<file path="src/rt_irq_queue_pkg.sv">
/*
  Shared constants and types for the terminal non-message interrupt and queue block.
  Assumes a 16-bit register port with word addresses and a 16-bit shared memory port.
*/
`default_nettype none
package rt_irq_queue_pkg;
  localparam int DATA_W = 16;
  localparam int ADDR_W = 16;
  localparam int REG_AW = 3;

  // Register indices on the plain register port.
  localparam logic [REG_AW-1:0] REG_IRQ_MASK1 = 3'h0;
  localparam logic [REG_AW-1:0] REG_IRQ_STAT1 = 3'h1;
  localparam logic [REG_AW-1:0] REG_CONFIG2 = 3'h2;
  localparam logic [REG_AW-1:0] REG_CONFIG6 = 3'h3;
  localparam logic [REG_AW-1:0] REG_TIME_TAG = 3'h4;
  localparam logic [REG_AW-1:0] REG_STATUS_WORD = 3'h5;
  localparam logic [REG_AW-1:0] REG_QUEUE_PTR = 3'h6;

  // Bit positions.
  localparam int BIT_TT_WRAP = 6;
  localparam int BIT_ADDR_PARITY = 7;
  localparam int BIT_MEM_PARITY = 14;
  localparam int BIT_SELF_TEST = 13;
  localparam int BIT_QUEUE_EN = 6;
  localparam int BIT_AUTO_SRQ_CLR = 2;
  localparam int BIT_SYNC_TT_CLR = 6;
  localparam int BIT_ENH_IRQ = 15;
  localparam int BIT_SVC_REQ = 8;

  // Non-message event bits; the reserved bits of mask and status stay zero.
  localparam logic [DATA_W-1:0] NONMSG_BITS = 16'h60C0;
  localparam logic [DATA_W-1:0] RESET_ZERO = 16'h0000;
  localparam logic [DATA_W-1:0] TT_CLEAR_VAL = 16'h0000;
  localparam logic [DATA_W-1:0] TT_ONE = 16'h0001;
  localparam logic [DATA_W-1:0] TT_MAX = 16'hFFFF;
  localparam logic [7:0] QPTR_ONE = 8'h01;
  localparam logic [7:0] QPTR_ZERO = 8'h00;
  localparam logic [ADDR_W-1:0] QUEUE_BASE = 16'h0100;

  typedef enum logic [1:0] {PORT_IDLE, PORT_READ, PORT_LOAD, PORT_WRITE} memPort_e;

  typedef struct packed {
    logic valid;
    logic txVector;
    logic syncNoData;
  } msgEnd_s;

  typedef struct packed {
    logic rd;
    logic wr;
    logic [ADDR_W-1:0] addr;
    logic [DATA_W-1:0] data;
  } memReq_s;
endpackage
`default_nettype wire

</file>
<file path="src/rt_irq_queue.sv">
/*
  Remote terminal non-message interrupts, interrupt status queue writes, the transmit
  data word fetch into the encoder register, and the end-of-message mode code effects.
  Assumes one 25 MHz clock, synchronous inputs, a shared memory that returns read data
  in the cycle after a read strobe and accepts a write in one cycle.
*/
`timescale 1ns/10ps
`default_nettype none
module rt_irq_queue
  import rt_irq_queue_pkg::*;
(
  input wire logic clk,
  input wire logic rst_b,
  input wire logic [REG_AW-1:0] regAddr,
  input wire logic [DATA_W-1:0] regWrData,
  input wire logic regWr,
  input wire logic regRd,
  output logic [DATA_W-1:0] regRdData,
  input wire logic timeTagTick,
  input wire logic terminal_addr_parity_fault,
  input wire logic memParityFault,
  input wire logic selfTestBusy,
  input wire logic selfTestDone,
  input wire logic txWordReq,
  input wire logic [ADDR_W-1:0] txWordAddr,
  input wire msgEnd_s message_end_sequence,
  output memReq_s memReq,
  input wire logic [DATA_W-1:0] memRdData,
  output logic [DATA_W-1:0] encData,
  output logic encLoad,
  output logic [DATA_W-1:0] statusWord,
  output logic respondEnable,
  output logic irqReq
);
  logic [DATA_W-1:0] irqMask;
  logic [DATA_W-1:0] irqStat;
  logic [DATA_W-1:0] config2;
  logic [DATA_W-1:0] config6;
  logic [DATA_W-1:0] timeTag;
  logic [7:0] queuePtr;
  logic [DATA_W-1:0] queuePend;
  logic [DATA_W-1:0] events;
  logic [DATA_W-1:0] statSet;
  logic [DATA_W-1:0] queueSet;
  logic [DATA_W-1:0] served;
  logic fetchPend;
  logic [ADDR_W-1:0] fetchAddr;
  logic ttWrap;
  logic clearSrq;
  logic clearTt;
  memPort_e portState;

  // Isolates the lowest pending bit, so one event leaves per queue write.
  function automatic logic [DATA_W-1:0] lowest_bit(input logic [DATA_W-1:0] v);
    return v & (~v + TT_ONE);
  endfunction

  function automatic logic reg_hit(input logic strobe, input logic [REG_AW-1:0] a,
                                   input logic [REG_AW-1:0] target);
    return strobe && (a == target);
  endfunction

  assign ttWrap = timeTagTick && (timeTag == TT_MAX);
  assign clearSrq = message_end_sequence.valid && message_end_sequence.txVector
                    && config2[BIT_AUTO_SRQ_CLR];
  assign clearTt = message_end_sequence.valid && message_end_sequence.syncNoData
                   && config2[BIT_SYNC_TT_CLR];

  always_comb begin
    events = RESET_ZERO;
    events[BIT_TT_WRAP] = ttWrap;
    events[BIT_ADDR_PARITY] = terminal_addr_parity_fault;
    events[BIT_MEM_PARITY] = memParityFault;
    events[BIT_SELF_TEST] = selfTestDone;
  end

  // Enhanced mode logs every event; otherwise only enabled ones reach the status.
  assign statSet = config2[BIT_ENH_IRQ] ? events : (events & irqMask);
  assign queueSet = config6[BIT_QUEUE_EN] ? (events & irqMask) : RESET_ZERO;
  // Queue entries leave only from an idle port with no word fetch waiting, so a queue
  // write never lands between a fetch and its encoder load.
  assign served = (portState == PORT_IDLE && !fetchPend) ? lowest_bit(queuePend) : RESET_ZERO;
  assign respondEnable = !selfTestBusy;
  assign irqReq = |(irqStat & irqMask);

  always_ff @(posedge clk or negedge rst_b) begin
    if (!rst_b) begin
      irqMask <= RESET_ZERO;
      config2 <= RESET_ZERO;
      config6 <= RESET_ZERO;
    end else begin
      if (reg_hit(regWr, regAddr, REG_IRQ_MASK1)) begin
        irqMask <= regWrData & NONMSG_BITS;
      end
      if (reg_hit(regWr, regAddr, REG_CONFIG2)) begin
        config2 <= regWrData;
      end
      if (reg_hit(regWr, regAddr, REG_CONFIG6)) begin
        config6 <= regWrData;
      end
    end
  end

  // Status bits clear on a written one; a new event in the same cycle wins.
  always_ff @(posedge clk or negedge rst_b) begin
    if (!rst_b) begin
      irqStat <= RESET_ZERO;
    end else if (reg_hit(regWr, regAddr, REG_IRQ_STAT1)) begin
      irqStat <= (irqStat & ~regWrData) | statSet;
    end else begin
      irqStat <= irqStat | statSet;
    end
  end

  // The message-end clears act on their own and never wait for the memory port.
  always_ff @(posedge clk or negedge rst_b) begin
    if (!rst_b) begin
      timeTag <= TT_CLEAR_VAL;
    end else if (clearTt) begin
      timeTag <= TT_CLEAR_VAL;
    end else if (reg_hit(regWr, regAddr, REG_TIME_TAG)) begin
      timeTag <= regWrData;
    end else if (timeTagTick) begin
      timeTag <= timeTag + TT_ONE;
    end
  end

  always_ff @(posedge clk or negedge rst_b) begin
    if (!rst_b) begin
      statusWord <= RESET_ZERO;
    end else if (clearSrq) begin
      statusWord[BIT_SVC_REQ] <= 1'b0;
    end else if (reg_hit(regWr, regAddr, REG_STATUS_WORD)) begin
      statusWord <= regWrData;
    end
  end

  // Pending queue entries; a new event wins over the entry being served.
  always_ff @(posedge clk or negedge rst_b) begin
    if (!rst_b) begin
      queuePend <= RESET_ZERO;
    end else begin
      queuePend <= (queuePend & ~served) | queueSet;
    end
  end

  // A word request outside self-test waits until the port has taken it; one during self-test is dropped.
  always_ff @(posedge clk or negedge rst_b) begin
    if (!rst_b) begin
      fetchPend <= 1'b0;
      fetchAddr <= RESET_ZERO;
    end else if (txWordReq && respondEnable) begin
      fetchPend <= 1'b1;
      fetchAddr <= txWordAddr;
    end else if (portState == PORT_IDLE) begin
      fetchPend <= 1'b0;
    end
  end

  // Memory port: a waiting word fetch wins over a queue write; the encoder only ever takes read data.
  always_ff @(posedge clk or negedge rst_b) begin
    if (!rst_b) begin
      portState <= PORT_IDLE;
      memReq <= '0;
      encData <= RESET_ZERO;
      encLoad <= 1'b0;
      queuePtr <= QPTR_ZERO;
    end else begin
      memReq.rd <= 1'b0;
      memReq.wr <= 1'b0;
      encLoad <= 1'b0;
      case (portState)
        PORT_IDLE: begin
          if (fetchPend) begin
            memReq.rd <= 1'b1;
            memReq.addr <= fetchAddr;
            portState <= PORT_READ;
          end else if (served != RESET_ZERO) begin
            memReq.wr <= 1'b1;
            memReq.addr <= QUEUE_BASE + {8'h00, queuePtr};
            memReq.data <= served;
            queuePtr <= queuePtr + QPTR_ONE;
            portState <= PORT_WRITE;
          end
        end
        PORT_READ: begin
          portState <= PORT_LOAD;
        end
        PORT_LOAD: begin
          encData <= memRdData;
          encLoad <= 1'b1;
          portState <= PORT_IDLE;
        end
        PORT_WRITE: begin
          portState <= PORT_IDLE;
        end
        default: begin
          portState <= PORT_IDLE;
        end
      endcase
    end
  end

  always_ff @(posedge clk or negedge rst_b) begin
    if (!rst_b) begin
      regRdData <= RESET_ZERO;
    end else if (regRd) begin
      case (regAddr)
        REG_IRQ_MASK1: regRdData <= irqMask;
        REG_IRQ_STAT1: regRdData <= irqStat;
        REG_CONFIG2: regRdData <= config2;
        REG_CONFIG6: regRdData <= config6;
        REG_TIME_TAG: regRdData <= timeTag;
        REG_STATUS_WORD: regRdData <= statusWord;
        REG_QUEUE_PTR: regRdData <= {8'h00, queuePtr};
        default: regRdData <= RESET_ZERO;
      endcase
    end else begin
      regRdData <= RESET_ZERO;
    end
  end

  mask_gate_a: assert property (@(posedge clk) disable iff (!rst_b)
    memReq.wr |-> (memReq.data & ~NONMSG_BITS) == RESET_ZERO)
    else $error("queue entry outside the non-message bits");

  queue_write_a: assert property (@(posedge clk) disable iff (!rst_b)
    (config6[BIT_QUEUE_EN] && terminal_addr_parity_fault && irqMask[BIT_ADDR_PARITY] && !ttWrap
     && !txWordReq && !fetchPend && portState == PORT_IDLE && queuePend == RESET_ZERO)
    |=> ##1 (memReq.wr && memReq.data[BIT_ADDR_PARITY]))
    else $error("enabled event produced no queue write");

  encoder_load_a: assert property (@(posedge clk) disable iff (!rst_b)
    memReq.rd |=> ##1 (encLoad && encData == $past(memRdData)))
    else $error("encoder not loaded with fetched word");

  encoder_source_a: assert property (@(posedge clk) disable iff (!rst_b)
    encLoad |-> $past(portState) == PORT_LOAD && !$past(memReq.wr, 2))
    else $error("encoder loaded outside a fetch");

  srq_clear_a: assert property (@(posedge clk) disable iff (!rst_b)
    (message_end_sequence.valid && message_end_sequence.txVector
     && config2[BIT_AUTO_SRQ_CLR]) |=> !statusWord[BIT_SVC_REQ])
    else $error("service request not cleared");

  tt_clear_a: assert property (@(posedge clk) disable iff (!rst_b)
    (message_end_sequence.valid && message_end_sequence.syncNoData
     && config2[BIT_SYNC_TT_CLR]) |=> timeTag == TT_CLEAR_VAL)
    else $error("time tag not cleared");

  clear_amid_write_a: assert property (@(posedge clk) disable iff (!rst_b)
    (memReq.wr ##[1:5] clearTt) |=> timeTag == TT_CLEAR_VAL)
    else $error("clear lost next to queue write");

  enhanced_wrap_a: assert property (@(posedge clk) disable iff (!rst_b)
    (ttWrap && config2[BIT_ENH_IRQ]) |=> irqStat[BIT_TT_WRAP])
    else $error("wrap status not set in enhanced mode");

  selftest_quiet_a: assert property (@(posedge clk) disable iff (!rst_b)
    selfTestBusy |-> !respondEnable)
    else $error("responding during self-test");

  no_queue_a: assert property (@(posedge clk) disable iff (!rst_b)
    (!config6[BIT_QUEUE_EN] && queuePend == RESET_ZERO) |=> !memReq.wr)
    else $error("queue write with queue disabled");

  encoder_hold_a: assert property (@(posedge clk) disable iff (!rst_b)
    !encLoad |-> encData == $past(encData))
    else $error("encoder word changed without a load");

  queue_ptr_step_a: assert property (@(posedge clk) disable iff (!rst_b)
    memReq.wr |-> queuePtr == $past(queuePtr) + QPTR_ONE)
    else $error("queue pointer did not advance");

  srq_amid_write_a: assert property (@(posedge clk) disable iff (!rst_b)
    (memReq.wr ##[1:5] clearSrq) |=> !statusWord[BIT_SVC_REQ])
    else $error("service request clear lost next to queue write");

  selftest_no_fetch_a: assert property (@(posedge clk) disable iff (!rst_b)
    (selfTestBusy && !fetchPend) |=> !fetchPend)
    else $error("word fetch started during self-test");

  selftest_status_a: assert property (@(posedge clk) disable iff (!rst_b)
    (selfTestDone && irqMask[BIT_SELF_TEST]) |=> irqStat[BIT_SELF_TEST])
    else $error("self-test done not logged");

  masked_wrap_a: assert property (@(posedge clk) disable iff (!rst_b)
    (ttWrap && !config2[BIT_ENH_IRQ] && !irqMask[BIT_TT_WRAP] && !irqStat[BIT_TT_WRAP])
    |=> !irqStat[BIT_TT_WRAP])
    else $error("masked wrap logged outside enhanced mode");
endmodule
`default_nettype wire

</file>
<file path="config.mk">
export PLATFORM = sky130hd
export DESIGN_NAME = rt_irq_queue
export DESIGN_NICKNAME = d
export VERILOG_FILES = /design/src/rt_irq_queue_pkg.sv /design/src/rt_irq_queue.sv
export SDC_FILE = /design/constraint.sdc
export NUM_CORES = 1
export LEC_CHECK = 0
export ABC_AREA = 0
export BUFFER_PORTS_ARGS = -buffer_cell sky130_fd_sc_hd__buf_4
export CAP_MARGIN = 30
export CORE_MARGIN = 2
export CORE_UTILIZATION = 40
export DETAILED_ROUTE_END_ITERATION = 8
export MAX_ROUTING_LAYER = met4
export PLACE_DENSITY = 0.7
export REMOVE_ABC_BUFFERS = 1
export SYNTH_ARGS = -nofsm -noshare
export SYNTH_HDL_FRONTEND = slang
export SYNTH_SLANG_ARGS = --single-unit
</file>
<file path="constraint.sdc">
create_clock -name clk -period 4.4 [get_ports clk]
set_clock_uncertainty 0.2 [all_clocks]
set_input_delay 0.22 -clock clk [delete_from_list [all_inputs] [get_ports clk]]
set_output_delay 0.22 -clock clk [all_outputs]
set_load 0.005 [all_outputs]
</file>
==> results by group <==
Clock network
  • Worst-case clock buffer depth: 2
  • H-tree depth reported by CTS: 4
  • Cts bufs inserted: 17
  • CTS tree: done
  • Clock transition at path regs: 70 ps
  • CTS Root Cell: clkbuf_16
  • Clock insertion delay at the later pin of the skew report: 440 ps
  • Sink Count: 194
  • Post-CTS resize count: 0

Cells and area
  • Layout area overhead: 30.1%
  • Share of layout cells above drive strength 1: 32.8%
  • Layout Utilization: 53.3%
  • Non-Filler Instances: 1161
  • Final nets: 944
  • Cell area after layout: 10800 um2
  • ANT cells: 0

Floorplan
  • Die area: 22000 um2
  • DIE HEIGHT: 148 um
  • Die W: 148 um
  • I/O pin count: 149
  • Site Rows: 52
  • Starting Density: 40.9%
  • Core Footprint: 20400 um2

Yosys
  • Syn Inst Count: 681
  • Netlist Area Pre-Place: 8330 um2
  • Main synth FF type: dfrtp_1
  • Most frequent cell after synthesis: dfrtp_1
  • Top post-synthesis cells by count: 194 x dfrtp_1, 91 x mux2_2, 62 x nand2_1, 53 x nor2_1, 29 x o21ai_0
  • Part of the Yosys area used for sequential elements: 58.2%
  • Number of flops mapped to enable cells by yosys: 0
  • FFs w/ async S/R, synth: 100%
  • Synth warnings: 0
  • Syn_area_per_cell: 12.2 um2
  • Yosys cell types: 50
  • Synth area leaders: dfrtp_1 58%, mux2_2 12%, mux2i_1 3.1%, nand2_1 2.8%, nor2_1 2.4%
  • Seq cells post-synth: 194
  • Area leader, netlist: dfrtp_1
  • Synth top area share: 58.2%

Timing
  • Tcrit/Tclk final: 67.3%
  • RSZ-0062 raised after global routing: false
  • Final Hold Viols: 0
  • Max_slew headroom: 30.9%
  • Tmin final: 2960 ps
  • Max Transition Viols Final: 0
  • Fmax achieved: 338 MHz
  • Final setup fails: 0
  • Final worst slack: 1440 ps
  • Final Hold Slack: 64.9 ps
  • Worst-Margin Slew: 1030 ps
  • Setup tns final: 0 ps

Place
  • Cell Area, Placed: 9690 um2
  • DP HPWL: 13300 um
  • DP Worst Slack: 1570 ps
  • Routability congestion estimate: 0.824
  • Input/output buffers: 148
  • Cells after DPL: 1070

Critical path
  • Nature of the critical path endpoint: register
  • Crit start category: input pin
  • Worst Path Max Fanout: 32
  • Setup CP Type: in -> reg
  • Crit path required time: 4520 ps
  • Critical path arrival: 3080 ps

Global route
  • Antenna violations before repair: 0
  • Remaining global-route overflow: 0
  • Global-route wire length before repair: 33000 um
  • Vias in the first global route: 6239
  • Largest net degree at the start of global routing: 82
  • Total track usage: 19.7%

Detailed routing
  • First drt pass iteration count: 5
  • Mean number of vias per cell: 5.25
  • Total routed wirelength: 20200 um
  • Antenna-violating nets left: 0
  • Initial DRC Count: 437
  • DRC errors left: 0
  • DR WL/cell: 17.4 um
  • Vias: 6100

Power
  • Switch share: 31.5%
  • Sequential share of power: 46.0%
  • Internal: 3.75 mW
  • Combinational Power Share: 27.0%
  • Clock power share: 27.0%
  • Power density over the cells: 504 nW/um2
  • Worst IR Drop VDD: 0.330 mV
  • Switching Power: 1.72 mW
  • Power, Total: 5.47 mW
  • Leakage power: 4.96 nW

Job
  • Number of max-cap violations: 0

Run status
  • Status: complete, no violations

Min path
  • Hold crit path type: in -> async
final cells by class:
cell class              count  area [um2]
clock inverters            14         124
inverters                   9        33.8
clock buffers              18         439
well taps                 270         338
fillers                  1697        9520
repair buffers            214        1790
flip-flops and latches    194        4850
multi-input cells         442        3260
what timing repair did:
item                      4_1_cts  5_1_grt
buffers inserted                0        0
hold endpoints to repair      244        0
hold buffers                   59        0
routing by layer:
| metal | part of all wire (%) | up-vias | track usage (%) |
|---|---|---|---|
| met3 | 5.2 | 29 | 4.02 |
| met1 | 47 | 3025 | 26.7 |
| met4 | 1.9 | 0 | 6.48 |
| li1 | - | 2847 | - |
| met5 | 0 | - | - |
| met2 | 46 | 199 | 29.9 |
kinds of logic (layout without fill, tap and decap cells):
family	count (synthesis)	count (layout)	synth area share [%]
DFF	194	194	58.2
and+or+nand+nor	188	188	11.0
muxes	118	118	15.7
AOI/OAI and AO/OA	112	112	9.76
buffers and inverters	45	255	2.60
xor gates and xnor gates	22	22	2.40
adders and majority gates	2	2	0.300
path summary, 6_finish.rpt:
| path | from | end | slack (ps) | cells past startpoint |
|---|---|---|---|---|
| worst min register to register | fetchAddr[9]$_DFFE_PN0P_ | memReq[25]$_DFFE_PN0P_ | 280 | 2 |
| worst max-delay path | regAddr[2] | timeTag[11]$_DFFE_PN0P_ | 1440 | 6 |
| worst min-delay path | rst_b | memReq[30]$_DFFE_PN0P_ | 60 | 2 |
| min in group clk | selfTestBusy | fetchPend$_DFFE_PN0P_ | 110 | 4 |
| worst max register to register | queuePend[5]$_DFF_PN0_ | queuePtr[6]$_DFFE_PN0P_ | 2220 | 6 |
| max in group asynchronous | rst_b | config2[12]$_DFFE_PN0P_ | 2830 | 4 |
flip-flops by register name, indices dropped and copies added, names as in the netlist:
register / flops
config2: 16
timeTag: 16
queuePend: 16
irqMask: 4
portState: 2
encLoad: 1
regRdData: 16
memReq: 34
statusWord: 16
queuePtr: 8
fetchPend: 1
encData: 16
fetchAddr: 16
irqStat: 16
config6: 16
critical path: stages:
cell and delay [ps]:
dlygate4sd3_1 520, buf_4 260, inv_1 230, nor3_2 560, nand2_1 760, a211oi_1 510
power groups by stage:
stage	Combinational [mW]	Sequential [mW]	Clock, mW
floorplan	0.796	2.48	0
global placement	1.41	2.53	0
detailed placement	1.44	2.55	0
CTS	1.49	2.52	1.51
global route	1.64	2.58	1.59
finish	1.48	2.52	1.47
placed cells by master (no fill, tap or decap), types with 3 or more instances in the layout:
cell	Yosys	routed
xor2_1	7	7
nand2b_1	3	3
nand4_1	8	8
mux2i_1	26	26
xnor2_1	14	14
a221oi_1	7	7
a22o_1	10	10
a211oi_1	16	16
o21ai_0	29	29
clkinvlp_4	0	5
nor2b_1	11	11
a311oi_1	6	6
a21oi_1	8	8
clkbuf_16	0	17
nor2_1	53	53
nand3_1	12	12
nor3_1	15	15
inv_1	7	7
a32o_1	8	8
a21boi_0	13	13
inv_6	0	6
and2_1	5	5
dfrtp_1	194	194
mux2_2	91	91
nand2_1	62	62
buf_4	4	152
and3_1	4	4
a222oi_1	6	6
and4_1	3	3
dlygate4sd3_1	0	59
Note: power is estimated with default switching activity, not from simulation.
